File: config.mk
export PLATFORM = sky130hd
export DESIGN_NAME = mbc_bus_ctl
export DESIGN_NICKNAME = d
export VERILOG_FILES = /design/src/hdl/mbc_pkg.sv /design/src/hdl/mbc_bus_ctl.sv /design/src/hdl/mbc_grant_seq.sv
export VERILOG_INCLUDE_DIRS = /design/src /design/src/hdl
export SDC_FILE = /design/constraint.sdc
export NUM_CORES = 1
export LEC_CHECK = 0
export BUFFER_PORTS_ARGS = -buffer_cell sky130_fd_sc_hd__buf_2
export CAP_MARGIN = 20
export CORE_AREA = 2 2 174 125
export CTS_CLUSTER_DIAMETER = 30
export CTS_CLUSTER_SIZE = 28
export DETAILED_ROUTE_END_ITERATION = 12
export DIE_AREA = 0 0 176 127
export HOLD_SLACK_MARGIN = 0.15
export PLACE_DENSITY = 0.7
export REMOVE_ABC_BUFFERS = 1
export SLEW_MARGIN = 15
export SYNTH_ARGS = -nofsm -noshare
export SYNTH_HDL_FRONTEND = slang
export SYNTH_SLANG_ARGS = --single-unit
File: constraint.sdc
create_clock -name pclk -period 3.97 [get_ports pclk]
set_input_delay 0.794 -clock pclk [delete_from_list [all_inputs] [get_ports pclk]]
set_output_delay 0.794 -clock pclk [all_outputs]
set_load 0.01 [all_outputs]
File: src/hdl/mbc_map.svh
// constants for the bus control emulation block
//----------------------------------------------------------------
// Functional notes
// raise address strobe on clock fall starting first state once status leaves idle.
// any status line going low late in last state starts a new cycle.
// address strobe drops on clock rise within first state, stays low.
// address is captured on the falling edge of the address strobe.
// halt status (bits 0 and 1 high) suppresses the first cycle state.
// early write enable sets in first state with the address strobe rise.
// write enable sets on the clock fall that samples the first state.
// read enable copies write enable on clock rise mid second state.
// bus data enable picks early write or read enable by direction.
// last state clears read enable; clock high there clears write enables.
// after reset each grant sequencer holds pending and acknowledge at zero.
// sequencer advances once per low pulse while the clock is high.
// first pulse sets pending, acknowledge stays inactive.
// second pulse clears pending, sets acknowledge, drives hold ack in minimum mode.
// third pulse clears acknowledge, both polarities inactive, back to idle.
// two identical sequencers, each with true and complement acknowledge.
// maximum mode uses pulsed request/grant lines instead of hold level pair.
// halt or gated takeover request emits one clock low request pulse.
// request pulse goes to socket, target and matching sequencer.
// processor grants with a second low pulse after finishing its instruction.
// withdrawn request sends a third low pulse to release the bus.
// takeover request maps to line zero, or line one when strapped.
// ready low inserts wait slots between third and last states.
// active high system reset clears both grant sequencers.
// a held request produces only one pulse.
// all flip-flops follow the one processor clock, rising or falling edge; the code clocks every flip-flop on pclk and uses proc_clk edges as enables.
//----------------------------------------------------------------
`ifndef MBC_MAP_SVH
`define MBC_MAP_SVH

`define MBC_OFF_CTRL   8'h00
`define MBC_OFF_STAT   8'h04
`define MBC_OFF_ADDR   8'h08

`define MBC_CTRL_HALT  0
`define MBC_CTRL_RST   1'b0

`define MBC_ST_STATE   0
`define MBC_ST_ALE     3
`define MBC_ST_EARLY   4
`define MBC_ST_WDE     5
`define MBC_ST_RDE     6
`define MBC_ST_BDE     7
`define MBC_ST_PEND0   8
`define MBC_ST_ACK0    9
`define MBC_ST_PEND1   10
`define MBC_ST_ACK1    11
`define MBC_ST_STRAP   12
`define MBC_ST_MODE    13

`define MBC_PIN_RST    12'h31e
`define MBC_STRAP_SETTLE 3'h6

`endif

File: src/hdl/mbc_pkg.sv
// types shared by the bus control emulation block
package mbc_pkg;

	typedef enum logic [2:0] {
		idle_state,
		first_cycle_state,
		second_cycle_state,
		third_cycle_state,
		wait_cycle_slot,
		last_cycle_state
	} mbc_state_t;

	typedef struct packed {
		logic       strap_one;
		logic       sys_reset;
		logic       req_grant_line_one;
		logic       req_grant_line_zero;
		logic       operating_mode_pin;
		logic       takeover_req;
		logic       transfer_direction;
		logic       ready;
		logic [2:0] status_n;
		logic       proc_clk;
	} mbc_pins_t;

	typedef struct packed {
		logic ale;
		logic early_write_enable;
		logic write_data_enable;
		logic read_data_enable;
		logic bus_data_enable;
	} mbc_strobe_t;

	typedef struct packed {
		logic ack;
		logic ack_n;
	} mbc_ack_t;

	// second and third stage agree before a change counts
	function automatic logic [31:0] mbc_filt(input logic [31:0] s2, input logic [31:0] s3,
		input logic [31:0] f);
		return (s2 & s3) | (f & (s2 | s3));
	endfunction

endpackage

File: src/hdl/mbc_bus_ctl.sv
// maximum mode bus control and request/grant emulation
`include "mbc_map.svh"

module mbc_bus_ctl #(
	parameter int AW = 20
) (
	input  wire logic                pclk,
	input  wire logic                presetn,
	input  wire logic                ce,
	input  mbc_pkg::mbc_pins_t       pins,
	input  wire logic [AW-1:0]       addr_pins,
	input  wire logic                psel,
	input  wire logic                penable,
	input  wire logic                pwrite,
	input  wire logic [7:0]          paddr,
	input  wire logic [31:0]         pwdata,
	output logic [31:0]              prdata,
	output logic                     pready,
	output logic                     pslverr,
	output mbc_pkg::mbc_strobe_t     strobes,
	output logic [AW-1:0]            latched_addr,
	output logic                     rg_zero_o,
	output logic                     rg_zero_oe,
	output logic                     rg_one_o,
	output logic                     rg_one_oe,
	output mbc_pkg::mbc_ack_t        takeover_ack_zero,
	output mbc_pkg::mbc_ack_t        takeover_ack_one,
	output logic                     bus_takeover_ack
);

	mbc_pkg::mbc_pins_t   pin_s1_q, pin_s2_q, pin_s3_q, pin_f_q;
	logic [AW-1:0]        adr_s1_q, adr_s2_q, adr_s3_q, adr_f_q;
	logic [31:0]          pin_flt, adr_flt, rd_d;
	mbc_pkg::mbc_state_t  st_q, st_d;
	logic                 clk_prev_q, rise_ev, fall_ev, seen_idle_q, start, halt, cycle_go;
	logic                 final_state_clear, ale_q, early_q, wde_q, rde_q, bde_q, bde_d;
	logic [1:0]           rg_low, adv_prev_q, adv, pend, min_ack, drv_q;
	logic                 req_lvl, req_s_q, strap_q, ctrl_halt_q, ld_q, mapped;
	logic [2:0]           strap_cnt_q;

	//------------------------------------------------
	// pin synchronisers
	//------------------------------------------------
	assign pin_flt = mbc_pkg::mbc_filt(32'(pin_s2_q), 32'(pin_s3_q), 32'(pin_f_q));
	assign adr_flt = mbc_pkg::mbc_filt(32'(adr_s2_q), 32'(adr_s3_q), 32'(adr_f_q));

	always_ff @(posedge pclk or negedge presetn) begin
		if (!presetn) begin
			pin_s1_q   <= `MBC_PIN_RST;
			pin_s2_q   <= `MBC_PIN_RST;
			pin_s3_q   <= `MBC_PIN_RST;
			pin_f_q    <= `MBC_PIN_RST;
			adr_s1_q   <= '0;
			adr_s2_q   <= '0;
			adr_s3_q   <= '0;
			adr_f_q    <= '0;
			clk_prev_q <= 1'b0;
		end else if (ce) begin
			pin_s1_q   <= pins;
			pin_s2_q   <= pin_s1_q;
			pin_s3_q   <= pin_s2_q;
			pin_f_q    <= mbc_pkg::mbc_pins_t'(pin_flt[$bits(mbc_pkg::mbc_pins_t)-1:0]);
			adr_s1_q   <= addr_pins;
			adr_s2_q   <= adr_s1_q;
			adr_s3_q   <= adr_s2_q;
			adr_f_q    <= adr_flt[AW-1:0];
			clk_prev_q <= pin_f_q.proc_clk;
		end
	end

	//------------------------------------------------
	// processor clock edges
	//------------------------------------------------
	assign rise_ev = pin_f_q.proc_clk & ~clk_prev_q;
	assign fall_ev = ~pin_f_q.proc_clk & clk_prev_q;

	//------------------------------------------------
	// machine state sequence
	//------------------------------------------------
	assign start    = seen_idle_q & ~(&pin_f_q.status_n);
	assign halt     = pin_f_q.status_n[0] & pin_f_q.status_n[1];
	assign cycle_go = fall_ev & start &
		(st_q == mbc_pkg::idle_state || st_q == mbc_pkg::last_cycle_state);
	assign final_state_clear = (st_q == mbc_pkg::last_cycle_state) & pin_f_q.proc_clk;

	always_comb begin
		st_d = st_q;
		if (fall_ev) begin
			case (st_q)
				mbc_pkg::idle_state, mbc_pkg::last_cycle_state: begin
					st_d = (start & ~halt) ? mbc_pkg::first_cycle_state : mbc_pkg::idle_state;
				end
				mbc_pkg::first_cycle_state:  st_d = mbc_pkg::second_cycle_state;
				mbc_pkg::second_cycle_state: st_d = mbc_pkg::third_cycle_state;
				mbc_pkg::third_cycle_state, mbc_pkg::wait_cycle_slot: begin
					st_d = pin_f_q.ready ? mbc_pkg::last_cycle_state : mbc_pkg::wait_cycle_slot;
				end
				default: st_d = mbc_pkg::idle_state;
			endcase
		end
	end

	always_ff @(posedge pclk or negedge presetn) begin
		if (!presetn) begin
			st_q <= mbc_pkg::idle_state;
		end else if (ce) begin
			st_q <= st_d;
		end
	end

	always_ff @(posedge pclk or negedge presetn) begin
		if (!presetn) begin
			seen_idle_q <= 1'b0;
		end else if (ce) begin
			if (&pin_f_q.status_n) begin
				seen_idle_q <= 1'b1;
			end else if (cycle_go) begin
				seen_idle_q <= 1'b0;
			end
		end
	end

	//------------------------------------------------
	// address strobe and latch
	//------------------------------------------------
	always_ff @(posedge pclk or negedge presetn) begin
		if (!presetn) begin
			ale_q <= 1'b0;
		end else if (ce) begin
			if (cycle_go) begin
				ale_q <= 1'b1;
			end else if (rise_ev) begin
				ale_q <= 1'b0;
			end
		end
	end

	always_ff @(posedge pclk or negedge presetn) begin
		if (!presetn) begin
			latched_addr <= '0;
		end else if (ce && ale_q && rise_ev) begin
			latched_addr <= adr_f_q;
		end
	end

	//------------------------------------------------
	// data enables
	//------------------------------------------------
	always_ff @(posedge pclk or negedge presetn) begin
		if (!presetn) begin
			early_q <= 1'b0;
		end else if (ce) begin
			if (final_state_clear) begin
				early_q <= 1'b0;
			end else if (cycle_go && !halt) begin
				early_q <= 1'b1;
			end
		end
	end

	always_ff @(posedge pclk or negedge presetn) begin
		if (!presetn) begin
			wde_q <= 1'b0;
		end else if (ce) begin
			if (final_state_clear) begin
				wde_q <= 1'b0;
			end else if (fall_ev && st_q == mbc_pkg::first_cycle_state) begin
				wde_q <= 1'b1;
			end
		end
	end

	always_ff @(posedge pclk or negedge presetn) begin
		if (!presetn) begin
			rde_q <= 1'b0;
		end else if (ce) begin
			if (st_d == mbc_pkg::last_cycle_state) begin
				rde_q <= 1'b0;
			end else if (rise_ev && st_q == mbc_pkg::second_cycle_state) begin
				rde_q <= wde_q;
			end
		end
	end

	assign bde_d = (st_q != mbc_pkg::idle_state) && (st_q != mbc_pkg::last_cycle_state) &&
		(pin_f_q.transfer_direction ? early_q : rde_q);

	always_ff @(posedge pclk or negedge presetn) begin
		if (!presetn) begin
			bde_q <= 1'b0;
		end else if (ce) begin
			bde_q <= bde_d;
		end
	end

	assign strobes = '{ale: ale_q, early_write_enable: early_q, write_data_enable: wde_q,
		read_data_enable: rde_q, bus_data_enable: bde_q};

	//------------------------------------------------
	// grant sequencers
	//------------------------------------------------
	assign rg_low = {~pin_f_q.req_grant_line_one, ~pin_f_q.req_grant_line_zero};
	assign adv    = rg_low & {2{pin_f_q.proc_clk}} & ~adv_prev_q;

	always_ff @(posedge pclk or negedge presetn) begin
		if (!presetn) begin
			adv_prev_q <= 2'h0;
		end else if (ce) begin
			adv_prev_q <= rg_low & {2{pin_f_q.proc_clk}};
		end
	end

	mbc_grant_seq u_seq_zero (
		.pclk     (pclk),
		.presetn  (presetn),
		.ce       (ce),
		.clr      (pin_f_q.sys_reset),
		.adv      (adv[0]),
		.min_mode (pin_f_q.operating_mode_pin),
		.pend_q   (pend[0]),
		.ack_q    (takeover_ack_zero),
		.min_ack  (min_ack[0])
	);

	mbc_grant_seq u_seq_one (
		.pclk     (pclk),
		.presetn  (presetn),
		.ce       (ce),
		.clr      (pin_f_q.sys_reset),
		.adv      (adv[1]),
		.min_mode (pin_f_q.operating_mode_pin),
		.pend_q   (pend[1]),
		.ack_q    (takeover_ack_one),
		.min_ack  (min_ack[1])
	);

	assign bus_takeover_ack = |min_ack;

	//------------------------------------------------
	// request pulse generator
	//------------------------------------------------
	assign req_lvl = ctrl_halt_q | (pin_f_q.takeover_req & pin_f_q.operating_mode_pin);

	always_ff @(posedge pclk or negedge presetn) begin
		if (!presetn) begin
			req_s_q <= 1'b0;
			drv_q   <= 2'h0;
		end else if (ce && fall_ev) begin
			req_s_q  <= req_lvl;
			drv_q[0] <= (req_lvl ^ req_s_q) & ~strap_q;
			drv_q[1] <= (req_lvl ^ req_s_q) & strap_q;
		end
	end

	assign rg_zero_o  = 1'b0;
	assign rg_one_o   = 1'b0;
	assign rg_zero_oe = drv_q[0];
	assign rg_one_oe  = drv_q[1];

	always_ff @(posedge pclk or negedge presetn) begin
		if (!presetn) begin
			strap_q     <= 1'b0;
			strap_cnt_q <= 3'h0;
		end else if (ce && strap_cnt_q != `MBC_STRAP_SETTLE) begin
			strap_cnt_q <= strap_cnt_q + 3'h1;
			strap_q     <= pin_f_q.strap_one;
		end
	end

	//------------------------------------------------
	// apb slave
	//------------------------------------------------
	assign mapped  = (paddr == `MBC_OFF_CTRL) || (paddr == `MBC_OFF_STAT) || (paddr == `MBC_OFF_ADDR);
	assign pready  = penable & ce & ld_q;
	assign pslverr = pready & ~mapped;

	always_comb begin
		rd_d = '0;
		case (paddr)
			`MBC_OFF_CTRL: rd_d[`MBC_CTRL_HALT] = ctrl_halt_q;
			`MBC_OFF_STAT: begin
				rd_d[`MBC_ST_STATE +: 3] = st_q;
				rd_d[`MBC_ST_ALE]   = ale_q;
				rd_d[`MBC_ST_EARLY] = early_q;
				rd_d[`MBC_ST_WDE]   = wde_q;
				rd_d[`MBC_ST_RDE]   = rde_q;
				rd_d[`MBC_ST_BDE]   = bde_q;
				rd_d[`MBC_ST_PEND0] = pend[0];
				rd_d[`MBC_ST_ACK0]  = takeover_ack_zero.ack;
				rd_d[`MBC_ST_PEND1] = pend[1];
				rd_d[`MBC_ST_ACK1]  = takeover_ack_one.ack;
				rd_d[`MBC_ST_STRAP] = strap_q;
				rd_d[`MBC_ST_MODE]  = pin_f_q.operating_mode_pin;
			end
			`MBC_OFF_ADDR: rd_d[AW-1:0] = latched_addr;
			default: rd_d = '0;
		endcase
	end

	always_ff @(posedge pclk or negedge presetn) begin
		if (!presetn) begin
			ld_q   <= 1'b0;
			prdata <= '0;
		end else if (ce) begin
			ld_q <= psel & ~(penable & ld_q);
			if (psel) begin
				prdata <= rd_d;
			end
		end
	end

	always_ff @(posedge pclk or negedge presetn) begin
		if (!presetn) begin
			ctrl_halt_q <= `MBC_CTRL_RST;
		end else if (psel && pwrite && pready && paddr == `MBC_OFF_CTRL) begin
			ctrl_halt_q <= pwdata[`MBC_CTRL_HALT];
		end
	end
endmodule

File: src/hdl/mbc_grant_seq.sv
// request/grant divide-by-three sequencer
module mbc_grant_seq (
	input  wire logic              pclk,
	input  wire logic              presetn,
	input  wire logic              ce,
	input  wire logic              clr,
	input  wire logic              adv,
	input  wire logic              min_mode,
	output logic                   pend_q,
	output mbc_pkg::mbc_ack_t      ack_q,
	output logic                   min_ack
);

	//------------------------------------------------
	// pending / acknowledge pair
	//------------------------------------------------
	always_ff @(posedge pclk or negedge presetn) begin
		if (!presetn) begin
			pend_q <= 1'b0;
			ack_q  <= 2'b01;
		end else if (ce) begin
			if (clr) begin
				pend_q <= 1'b0;
				ack_q  <= 2'b01;
			end else if (adv) begin
				pend_q    <= ~pend_q & ~ack_q.ack;
				ack_q.ack <= pend_q;
				ack_q.ack_n <= ~pend_q;
			end
		end
	end

	assign min_ack = ack_q.ack & min_mode;

endmodule

==> impl_metrics.toml, run 1 <==
[logic_synthesis]
avgSynthCellArea_sq_um = 11.8
syn_area_sq_um = 8130
ys_ff_latch = 195
netlist_instances = 690
synthFlopType = "dfrtp_1"
ys_types = 50
yosys_warnings = 0
ys_seq_area_frac = 0.604
synthArstFlopShare = 1.00
synth-edff-count = 0

[timing]
post-route-period-util = 0.667
slew_viol_final = 0
slew_headroom = 0.553
fin_tns_setup_ns = 0
fmax_mhz = 378
worst_pin_slew_ns = 0.671
period_minus_slack_ns = 2.65
finClkSkew_ns = 0.0115
grt_setup_unrepaired = "false"
hold_viol = 0
finalSetupViolCount = 0

[setup_path]
crit_path_start_kind = "primary input"
r2r_setup_slack_ns = 1.89
slowest_delay_ns = 0.28
critPathKind = "primary input to primary output"
crit_path_end_kind = "primary output"
crit_top_cell = "buf_2"
worst-path-max-fanout = 17
crit_required_ns = 3.18
arrival_ns = 1.85
path_cells = "buf_2 -> nor4_4 -> nand2_2 -> buf_4 -> a21oi_1 -> nor2b_1 -> buf_2"
worst_path_max_delay_cell = "nor4_4"

[clock_tree]
cts_root_buf = "clkbuf_16"
cts_tree = "built"
clock_latency_ns = 0.44
cts_sinks = 195
clk_pin_slew_ns = 0.07
post-cts-setup-buffer-count = 0
numCtsBuffers = 17
cts_resized = 0
clk_path_buf_depth = 2
cts_hold_buffers = 0
htreeDepth = 4

[detailed_routing]
dr.pass1.iters = 5
routed_wl_um = 16800
final_antenna_net_count = 0
via_count = 5388
drc_errors = 0
vias_per_cell = 5.06
routedWlPerCell_um = 15.8
first_iter_violations = 353

[place]
place_hpwl_um = 11000
dpl.cell_count = 1032
place.gp.congestion = 0.776
dpl_cell_area_sq_um = 8820
io_buffers = 100

[run]
max_cap_violations = 0

[cells_and_area]
drive_above_1_share = 0.327
final_common_cell = "dfrtp_1"
instances_no_fill = 1064
diodes = 0
fillers = 1937
fin_area_sq_um = 9380
final_cell_mix = "dfrtp_1, o21ai_0, buf_2"
syn_to_final_growth_pct = 15.4
nets = 855
fin_util = 0.457

[floorplanning]
start_util = 0.396
io_pins = 146
die_area_sq_um = 22400
die_y_um = 127
die_w_um = 176
core-area_sq_um = 20500
rows = 44

[global_routing]
antenna_found_initial = 1
gr-total-overflow = 0
grt_pass1_wl_um = 27300
grt_util_all_layers = 0.156
grt_pass1_vias = 5089
grt_max_degree = 91

[pwr]
power.density_nw_per_um2 = 578
ir_drop_mv = 0.328
leakage_nw = 4.32
power_w = 0.00543

[hold_path]
hp-class = "primary input to asynchronous set/reset pin"

[run_status]
status = "completed"
## per-layer routing
layer | vias to the layer above | GRT usage | share of wire
li1 | 2559 | - | -
met1 | 2669 | 0.235 | 0.49
met2 | 142 | 0.223 | 0.42
met3 | 16 | 0.0420 | 0.078
met4 | 2 | 0.0418 | 0.0099
met5 | - | 0 | 0.00077
## sequential cells by signal (all words and copies together), names as in the netlist, 3 cells and up
| signal | count |
|---|---|
| adr_f_q | 20 |
| adr_s1_q | 20 |
| adr_s2_q | 20 |
| adr_s3_q | 20 |
| latched_addr | 20 |
| pin_f_q | 12 |
| pin_s1_q | 12 |
| pin_s2_q | 12 |
| pin_s3_q | 12 |
| prdata | 20 |
| st_q | 3 |
| strap_cnt_q | 3 |
## metrics by stage
step | setup WS [ns] | hold WS (ns)
final | 1.32 | 0.384
after global routing | 1.25 | 0.449
after CTS | 1.30 | 0.414
after detailed placement | 1.30 | 0.450
after global placement | 1.36 | 0.452
after floorplan | 1.68 | 0.462
## area by class of cell
type	instances	area [sq um]	area share
clock buffers	18	439	0.0468
clock inverters	14	118	0.0125
inverters	39	146	0.0156
multi-input cells	413	2810	0.300
flip-flops and latches	195	4910	0.524
well taps	276	345	0.0368
repair buffers	109	608	0.0648
## synth_stat cells (2+ instances only)
cell type / number / area share
o31ai_1: 16 / 0.015
buf_4: 19 / 0.018
nand2_2: 2 / 0.0015
inv_1: 39 / 0.018
nand2b_1: 2 / 0.0015
o21ai_0: 105 / 0.065
a31oi_1: 3 / 0.0023
buf_1: 2 / 0.00092
nor2_1: 9 / 0.0042
buf_2: 21 / 0.013
and3_1: 3 / 0.0023
o2bb2ai_1: 3 / 0.0032
nand3_1: 4 / 0.0025
dfstp_2: 26 / 0.084
dfrtp_1: 169 / 0.52
a21oi_1: 39 / 0.024
a22o_1: 9 / 0.0097
o22a_1: 2 / 0.0022
mux2_1: 5 / 0.0069
o21a_1: 2 / 0.0018
xnor2_1: 2 / 0.0022
nor4_1: 2 / 0.0015
ha_1: 2 / 0.0031
nor4_2: 2 / 0.0031
nand2_1: 61 / 0.028
clkbuf_1: 14 / 0.0065
nand3b_1: 3 / 0.0028
mux2i_1: 3 / 0.0037
nor3b_1: 2 / 0.0018
mux2_2: 83 / 0.11
nor2b_1: 5 / 0.0038
a22oi_1: 13 / 0.012
## path summary, 6_finish.rpt
check	start	end	cells past startpoint
worst max register to register	pin_f_q[0]$_DFFE_PN0P_	latched_addr[3]$_DFFE_PN0P_	3
max in group asynchronous	presetn	adr_s1_q[18]$_DFFE_PN0P_	2
min in group pclk	u_seq_zero.ack_q[0]$_DFFE_PN1P_	u_seq_zero.ack_q[0]$_DFFE_PN1P_	2
worst min-delay path	presetn	adr_s1_q[1]$_DFFE_PN0P_	1
worst max-delay path	paddr[7]	pslverr	7
worst min register to register	u_seq_zero.ack_q[0]$_DFFE_PN1P_	u_seq_zero.ack_q[0]$_DFFE_PN1P_	2
## logic make-up after synthesis
| family | count (synthesis) | share of synthesized area |
|---|---|---|
| compound gates | 200 | 0.142 |
| xor+xnor | 3 | 0.00323 |
| fa+ha+maj | 2 | 0.00308 |
| buf+inv | 95 | 0.0559 |
| flops | 195 | 0.604 |
| mux | 91 | 0.126 |
| other cells | 1 | 0.000461 |
| simple gates | 103 | 0.0653 |
## power breakdown
part | leakage (nW) | total, W | internal, W | switching, W
Clock | 0.278 | 0.00163 | 0.000837 | 0.000797
Sequential | 2.37 | 0.00283 | 0.00245 | 0.000381
Combinational | 1.68 | 0.000964 | 0.000466 | 0.000498
Total | 4.32 | 0.00543 | 0.00375 | 0.00168
## worst max-delay path, delay by kind of cell
family	cells	cell delay [ns]
AO/OA/AOI/OAI	1	0.16
buffers and inverters	3	0.49
AND/OR/NAND/NOR	3	0.41
(Power assumes the default switching activity.)
==> run 2: changes to the inputs <==
--- a/config.mk
+++ b/config.mk
@@ -6,13 +6,14 @@
 export SDC_FILE = /design/constraint.sdc
 export NUM_CORES = 1
 export LEC_CHECK = 0
+export ABC_AREA = 1
 export BUFFER_PORTS_ARGS = -buffer_cell sky130_fd_sc_hd__buf_2
 export CAP_MARGIN = 20
-export CORE_AREA = 2 2 174 125
+export CORE_AREA = 2 2 175 125
 export CTS_CLUSTER_DIAMETER = 30
 export CTS_CLUSTER_SIZE = 28
 export DETAILED_ROUTE_END_ITERATION = 12
-export DIE_AREA = 0 0 176 127
+export DIE_AREA = 0 0 177 127
 export HOLD_SLACK_MARGIN = 0.15
 export PLACE_DENSITY = 0.7
 export REMOVE_ABC_BUFFERS = 1
==> constraint.sdc (replaced) <==
create_clock -name pclk -period 2.6 [get_ports pclk]
set_input_delay 0.52 -clock pclk [delete_from_list [all_inputs] [get_ports pclk]]
set_output_delay 0.52 -clock pclk [all_outputs]
set_load 0.01 [all_outputs]
==> run 2 against run 1 <==
Compared with the run above:
- area after synthesis up 0.72%
- combinational power up 48%
- global-route usage up 1.0 points
- non-clock buffer count up 6
- critical path depth up 1
- sequential share of layout area down 0.50 points
- cell area up 0.97%
- register-to-register slack worse by 0.71 ns
- clock skew down 0.0036 ns
- critical endpoint unchanged
- worst setup slack worse by 0.75 ns
- largest power group unchanged
- die area up 0.57%
- synthesized cell count up 30%
==> impl_metrics.toml, run 2 <==
[timing]
slew_viol_final = 0
hold_viol = 0
fmax_mhz = 492
worst_pin_slew_ns = 0.704
finClkSkew_ns = 0.00797
slew_headroom = 0.531
fin_tns_setup_ns = 0
grt_setup_unrepaired = "false"
finalSetupViolCount = 0
post-route-period-util = 0.781
period_minus_slack_ns = 2.03

[logic_synthesis]
yosys.area_share.simple = 0.211
synth-edff-count = 0
synth_top_cells_by_count = "nand2_1, dfrtp_1, nor2_1"
avgSynthCellArea_sq_um = 9.11
synth_top_family_by_area = "simple AND/OR/NAND/NOR gates"
synthFlopType = "dfrtp_1"
synthXorXnorAreaFrac = 0.00321
yosysMostFrequentCell = "nand2_1"
yosys.area.top_type = "dfrtp_1"
netlist_instances = 899
yosys.area.top_type_share = 0.517
ys_types = 38
yosys_warnings = 0
ys_seq_area_frac = 0.600
syn_area_sq_um = 8190
synthAdderAreaFrac = 0.00306
synthMuxAreaShare = 0
synth-compound-area-share = 0.112
synthTopCellsByArea = "dfrtp_1, nand2_1, dfstp_2, nor2_1, o21ai_0"
synthArstFlopShare = 1.00
ys_ff_latch = 195

[global_routing]
antenna_found_initial = 1
gr-total-overflow = 0
grt_max_degree = 80
grt_pass1_vias = 5762
grt_pass1_wl_um = 29500
grt_util_all_layers = 0.167

[pwr]
ir_drop_mv = 0.469
leakage_nw = 4.76
power.density_nw_per_um2 = 867
power_w = 0.00822

[place]
place_hpwl_um = 12200
io_buffers = 100
place.gp.congestion = 0.819

[clock_tree]
clk_path_buf_depth = 2
numCtsBuffers = 17
cts_tree = "built"
cts_root_buf = "clkbuf_16"
cts_sinks = 195
htreeDepth = 4
clk_pin_slew_ns = 0.07
cts_resized = 0
cts_hold_buffers = 0
clock_latency_ns = 0.43
post-cts-setup-buffer-count = 0

[hold_path]
hp-class = "primary input to asynchronous set/reset pin"

[floorplanning]
rows = 44
die_y_um = 127
io_pins = 146
start_util = 0.397
die_w_um = 177
die_area_sq_um = 22500
core-area_sq_um = 20600

[setup_path]
timing.rr.start = "st_q[2]$_DFFE_PN0P_"
path_cells = "buf_2 -> nor2_2 -> inv_1 -> nor3_2 -> nand2_2 -> inv_4 -> nor4b_2 -> buf_2"
critPathKind = "primary input to primary output"
slowest_delay_ns = 0.24
crit_required_ns = 2.08
setup.worst_path.start = "paddr[1]"
crit_family = "buffers and inverters"
crit_path_end_kind = "primary output"
crit_top_cell = "buf_2"
crit_path_start_kind = "primary input"
arrival_ns = 1.51
worst_path_max_delay_cell = "inv_4"
crit_buf_inv = 4
worst-path-max-fanout = 15

[detailed_routing]
dr.pass1.iters = 4
drc_errors = 0
first_iter_violations = 343
routedWlPerCell_um = 14.0
vias_per_cell = 4.73
final_antenna_net_count = 0
via_count = 6041
routed_wl_um = 17800

[run_status]
status = "completed"

[cells_and_area]
final_cell_mix = "nand2_1, dfrtp_1, nor2_1"
syn_to_final_growth_pct = 15.7
final_common_cell = "nand2_1"
multi_input_area_sq_um = 2740
fillers = 2014
drive_above_1_share = 0.210
nets = 1068
regArea_sq_um = 4910

[run]
max_cap_violations = 0
==> run 2: changes by cell type in the layout (fill, tap and decap cells not counted), sizes merged, moves of 6 or more <==
| cell | previous run | this run |
|---|---|---|
| o31ai | 16 | 0 |
| nand3 | 4 | 11 |
| mux2 | 88 | 0 |
| o21ai | 106 | 73 |
| nand2 | 63 | 303 |
| buf | 108 | 114 |
| a22oi | 13 | 0 |
| o211ai | 1 | 32 |
| a22o | 9 | 0 |
| a21oi | 39 | 33 |
| inv | 45 | 61 |
| nor2 | 9 | 114 |
==> run 2: stage by stage <==
stage	utilization	cells	cell area, sq um	hold slack (ns)	worst slack [ns]
global placement	0.430	1245	8870	0.451	0.584
global route	0.459	1277	9470	0.165	0.441
finish	0.459	1278	9470	0.129	0.569
floorplan	-	854	7870	0.224	0.606
CTS	0.459	1277	9470	0.151	0.563
detailed placement	0.430	1245	8870	0.455	0.558
==> run 2: layout make-up <==
cell class / instances / share of cell area
flip-flops and latches: 195 / 0.519
well taps: 276 / 0.0365
inverters: 57 / 0.0231
diodes: 1 / 0.000264
multi-input cells: 602 / 0.290
clock inverters: 13 / 0.0156
clock buffers: 19 / 0.0478
repair buffers: 115 / 0.0686
==> run 2: power breakdown <==
part           leakage (nW)  internal, W  switching [W]  total, W
registers              2.38      0.00364       0.000475   0.00411
logic                  2.08     0.000547       0.000881   0.00143
clock network         0.294      0.00149        0.00119   0.00268
==> run 2: cell families (layout without fill, tap and decap cells) <==
family,Yosys count,in the layout
buffers and inverters,115,204
adders and majority gates,2,2
xor gates and xnor gates,3,3
other,1,15
DFF,195,195
AOI/OAI and AO/OA,148,148
and+or+nand+nor,435,435
==> run 2: worst reg2reg max path, stage by stage (launching register included) <==
cell,delay (ns)
dfrtp_1,0.45
inv_1,0.18
nand3_1,0.11
nand2_1,0.13
nand2_1,0.09
nand3_1,0.07
nand2_1,0.08
nand2_1,0.07
nand2_1,0.05
nand2_1,0.05
nand2_1,0.05
==> run 2: final timing paths <==
| path | endpoint | cells after the start | slack, ns |
|---|---|---|---|
| hold reg to reg | pin_s3_q[1]$_DFFE_PN1P_ | 2 | 0.47 |
| min in group pclk | pin_s1_q[2]$_DFFE_PN1P_ | 3 | 0.28 |
| max in group asynchronous | pin_s2_q[3]$_DFFE_PN1P_ | 2 | 1.72 |
| hold / removal | latched_addr[10]$_DFFE_PN0P_ | 1 | 0.13 |
| setup reg to reg | rde_q$_DFFE_PN0P_ | 10 | 1.18 |
| setup / recovery | pslverr | 8 | 0.57 |
==> run 2: metal layers <==
| metal | global-route usage | vias up | part of all wire |
|---|---|---|---|
| met1 | 0.238 | 2891 | 0.49 |
| met3 | 0.0464 | 19 | 0.056 |
| met4 | 0.0554 | 0 | 0.019 |
| met5 | 0 | - | 0 |
| met2 | 0.245 | 124 | 0.43 |
| li1 | - | 3007 | - |
==> run 3: changes to the inputs <==
--- a/config.mk
+++ b/config.mk
@@ -6,14 +6,14 @@
 export SDC_FILE = /design/constraint.sdc
 export NUM_CORES = 1
 export LEC_CHECK = 0
-export ABC_AREA = 1
+export ABC_AREA = 0
 export BUFFER_PORTS_ARGS = -buffer_cell sky130_fd_sc_hd__buf_2
 export CAP_MARGIN = 20
-export CORE_AREA = 2 2 175 125
+export CORE_AREA = 2 2 174 125
 export CTS_CLUSTER_DIAMETER = 30
 export CTS_CLUSTER_SIZE = 28
 export DETAILED_ROUTE_END_ITERATION = 12
-export DIE_AREA = 0 0 177 127
+export DIE_AREA = 0 0 176 127
 export HOLD_SLACK_MARGIN = 0.15
 export PLACE_DENSITY = 0.7
 export REMOVE_ABC_BUFFERS = 1
==> constraint.sdc (replaced) <==
create_clock -name pclk -period 2 [get_ports pclk]
set_input_delay 0.4 -clock pclk [delete_from_list [all_inputs] [get_ports pclk]]
set_output_delay 0.4 -clock pclk [all_outputs]
set_load 0.01 [all_outputs]
==> run 3 against run 2 <==
Compared with the run above:
- first-iteration DRC count increased by 3.2%
- sequential power increased by 36%
- critical path depth decreased by 2
- clock power increased by 22%
- flip-flop and latch count unchanged
- combinational power increased by 38%
- critical path type unchanged
- critical endpoint unchanged
- largest cell class unchanged
- largest power group unchanged
==> impl_metrics.toml, run 3 (same netlist as run 1, synthesis figures left out) <==
[timing]
fin_tns_setup_ns = 0
slew_headroom = 0.602
hold_viol = 0
grt_setup_unrepaired = "false"
post-route-period-util = 0.904
worst_pin_slew_ns = 0.597
finalSetupViolCount = 0
fmax_mhz = 553
finClkSkew_ns = 0.0112
finalWorstSetupSlack_ns = 0.192
period_minus_slack_ns = 1.81
slew_viol_final = 0

[pwr]
leakage_nw = 4.40
switching_share = 0.310
p_sw_w = 0.00336
ir_drop_mv = 0.606
pwr-share-seq = 0.517
p_comb_frac = 0.181
power.density_nw_per_um2 = 1140
clockPowerShare = 0.301
power.internal_w = 0.00749

[cells_and_area]
syn_to_final_growth_pct = 17.2
nets = 869
fillers = 1870
final_common_cell = "dfrtp_1"
fin_area_sq_um = 9530
regArea_sq_um = 4910
final_cell_mix = "dfrtp_1, o21ai_0, buf_2"
multi_input_area_sq_um = 2810
drive_above_1_share = 0.337
instances_no_fill = 1079

[setup_path]
crit_path_end = "pslverr"
setup.worst_path.start = "paddr[7]"
timing.rr.start = "pin_f_q[0]$_DFFE_PN0P_"
r2r_setup_slack_ns = 0.37
critPathKind = "primary input to primary output"
arrival_ns = 1.41
crit_family = "simple AND/OR/NAND/NOR gates"
slowest_delay_ns = 0.27
path_cells = "buf_2 -> nor4_4 -> nand2_2 -> a21oi_1 -> nor2b_1 -> buf_2"
crit_required_ns = 1.60
crit_buf_inv = 2
worst_path_max_delay_cell = "nor4_4"
crit_path_start_kind = "primary input"
crit_top_cell = "buf_2"
crit_path_end_kind = "primary output"
r2r_cells = 4
rr_endpoint = "u_seq_zero.ack_q[1]$_DFFE_PN0P_"
worst-path-max-fanout = 8
cp.depth = 6

[detailed_routing]
dr.pass1.iters = 4
final_antenna_net_count = 0
routed_wl_um = 17000
via_count = 5384
drc_errors = 0
routedWlPerCell_um = 15.7
vias_per_cell = 4.99
first_iter_violations = 354

[global_routing]
antenna_found_initial = 2
gr-total-overflow = 0
grt_max_degree = 66
grt_util_all_layers = 0.159
grt_pass1_wl_um = 27600
grt_pass1_vias = 5116

[floorplanning]
die_area_sq_um = 22400
die_y_um = 127
core-area_sq_um = 20500
die_w_um = 176
io_pins = 146
rows = 44
start_util = 0.396

[place]
dpl_cell_area_sq_um = 8960
place.gp.congestion = 0.804
place_hpwl_um = 11600
io_buffers = 100
dpl.cell_count = 1045
post-place-ws_ns = 0.176

[clock_tree]
clock_latency_ns = 0.44
numCtsBuffers = 17
cts_tree = "built"
clk_pin_slew_ns = 0.08
post-cts-setup-buffer-count = 0
cts_root_buf = "clkbuf_16"
cts_sinks = 195
clk_path_buf_depth = 2
htreeDepth = 4

[run]
max_cap_violations = 0

[run_status]
status = "completed"

[hold_path]
hold_depth = 2
hp-class = "primary input to flip-flop"
==> run 3: changes by cell type in the layout (fill, tap and decap cells not counted), moves of 6 or more <==
cell	before	now
nor2_1	108	9
nand2_1	300	61
inv_1	52	39
o21ai_1	19	1
a21oi_1	14	39
nand3_1	10	4
o211ai_1	32	1
o31ai_1	0	16
a21oi_2	19	0
a22oi_1	0	13
mux2_2	0	83
o21ai_0	54	105
a22o_1	0	9
==> run 3: what timing repair did <==
action                                 4_1_cts  5_1_grt
endpoints found under the hold margin       27        0
resized for setup                            0        0
hold buffers                                 1        0
==> run 3: metal layers <==
metal  vias up  global-route usage  wire (um)
met4         2              0.0442        144
met3        17              0.0458        990
met2       128               0.219       7060
li1       2583                   -          -
met5         -                   0         13
met1      2654               0.243       8750
==> run 3: worst register-to-register path, delay by kind of cell (launching register included) <==
family | cells | cell delay, ns
AO/OA/AOI/OAI | 2 | 0.32
flip-flops | 1 | 0.55
AND/OR/NAND/NOR | 2 | 0.70
==> run 3: power by group through the flow <==
| stage | logic [W] | clock network, W | registers (W) |
|---|---|---|---|
| 6_report | 0.00197 | 0.00327 | 0.00561 |
| 5_1_grt | 0.00225 | 0.00351 | 0.00575 |
| 4_1_cts | 0.00199 | 0.00336 | 0.00561 |
| 3_5_place_dp | 0.00198 | 0 | 0.00568 |
| 3_3_place_gp | 0.00191 | 0 | 0.00564 |
| 2_1_floorplan | 0.00122 | 0 | 0.00551 |
==> run 3: area by class of cell <==
| cell class | instances | share of cell area |
|---|---|---|
| Sequential cell | 195 | 0.515 |
| Inverter | 39 | 0.0154 |
| Antenna cell | 1 | 0.000263 |
| Timing Repair Buffer | 123 | 0.0790 |
| Multi-Input combinational cell | 413 | 0.295 |
| Clock buffer | 19 | 0.0465 |
| Tap cell | 276 | 0.0362 |
| Clock inverter | 13 | 0.0121 |
==> run 3: per-stage QoR <==
stage	power (W)	utilization	hold slack, ns
floorplan	0.00674	-	0.104
global placement	0.00755	0.436	0.387
detailed placement	0.00765	0.436	0.393
CTS	0.0110	0.464	0.166
global route	0.0115	0.464	0.172
finish	0.0108	0.464	0.183
==> run 3: worst min-delay path by stage <==
stage,from,end
after floorplan,presetn,adr_f_q[0]$_DFFE_PN0P_
after global placement,presetn,adr_s1_q[2]$_DFFE_PN0P_
after detailed placement,presetn,adr_s1_q[2]$_DFFE_PN0P_
after CTS,addr_pins[5],adr_s1_q[5]$_DFFE_PN0P_
after global routing,pins[9],pin_s1_q[9]$_DFFE_PN1P_
final,addr_pins[5],adr_s1_q[5]$_DFFE_PN0P_
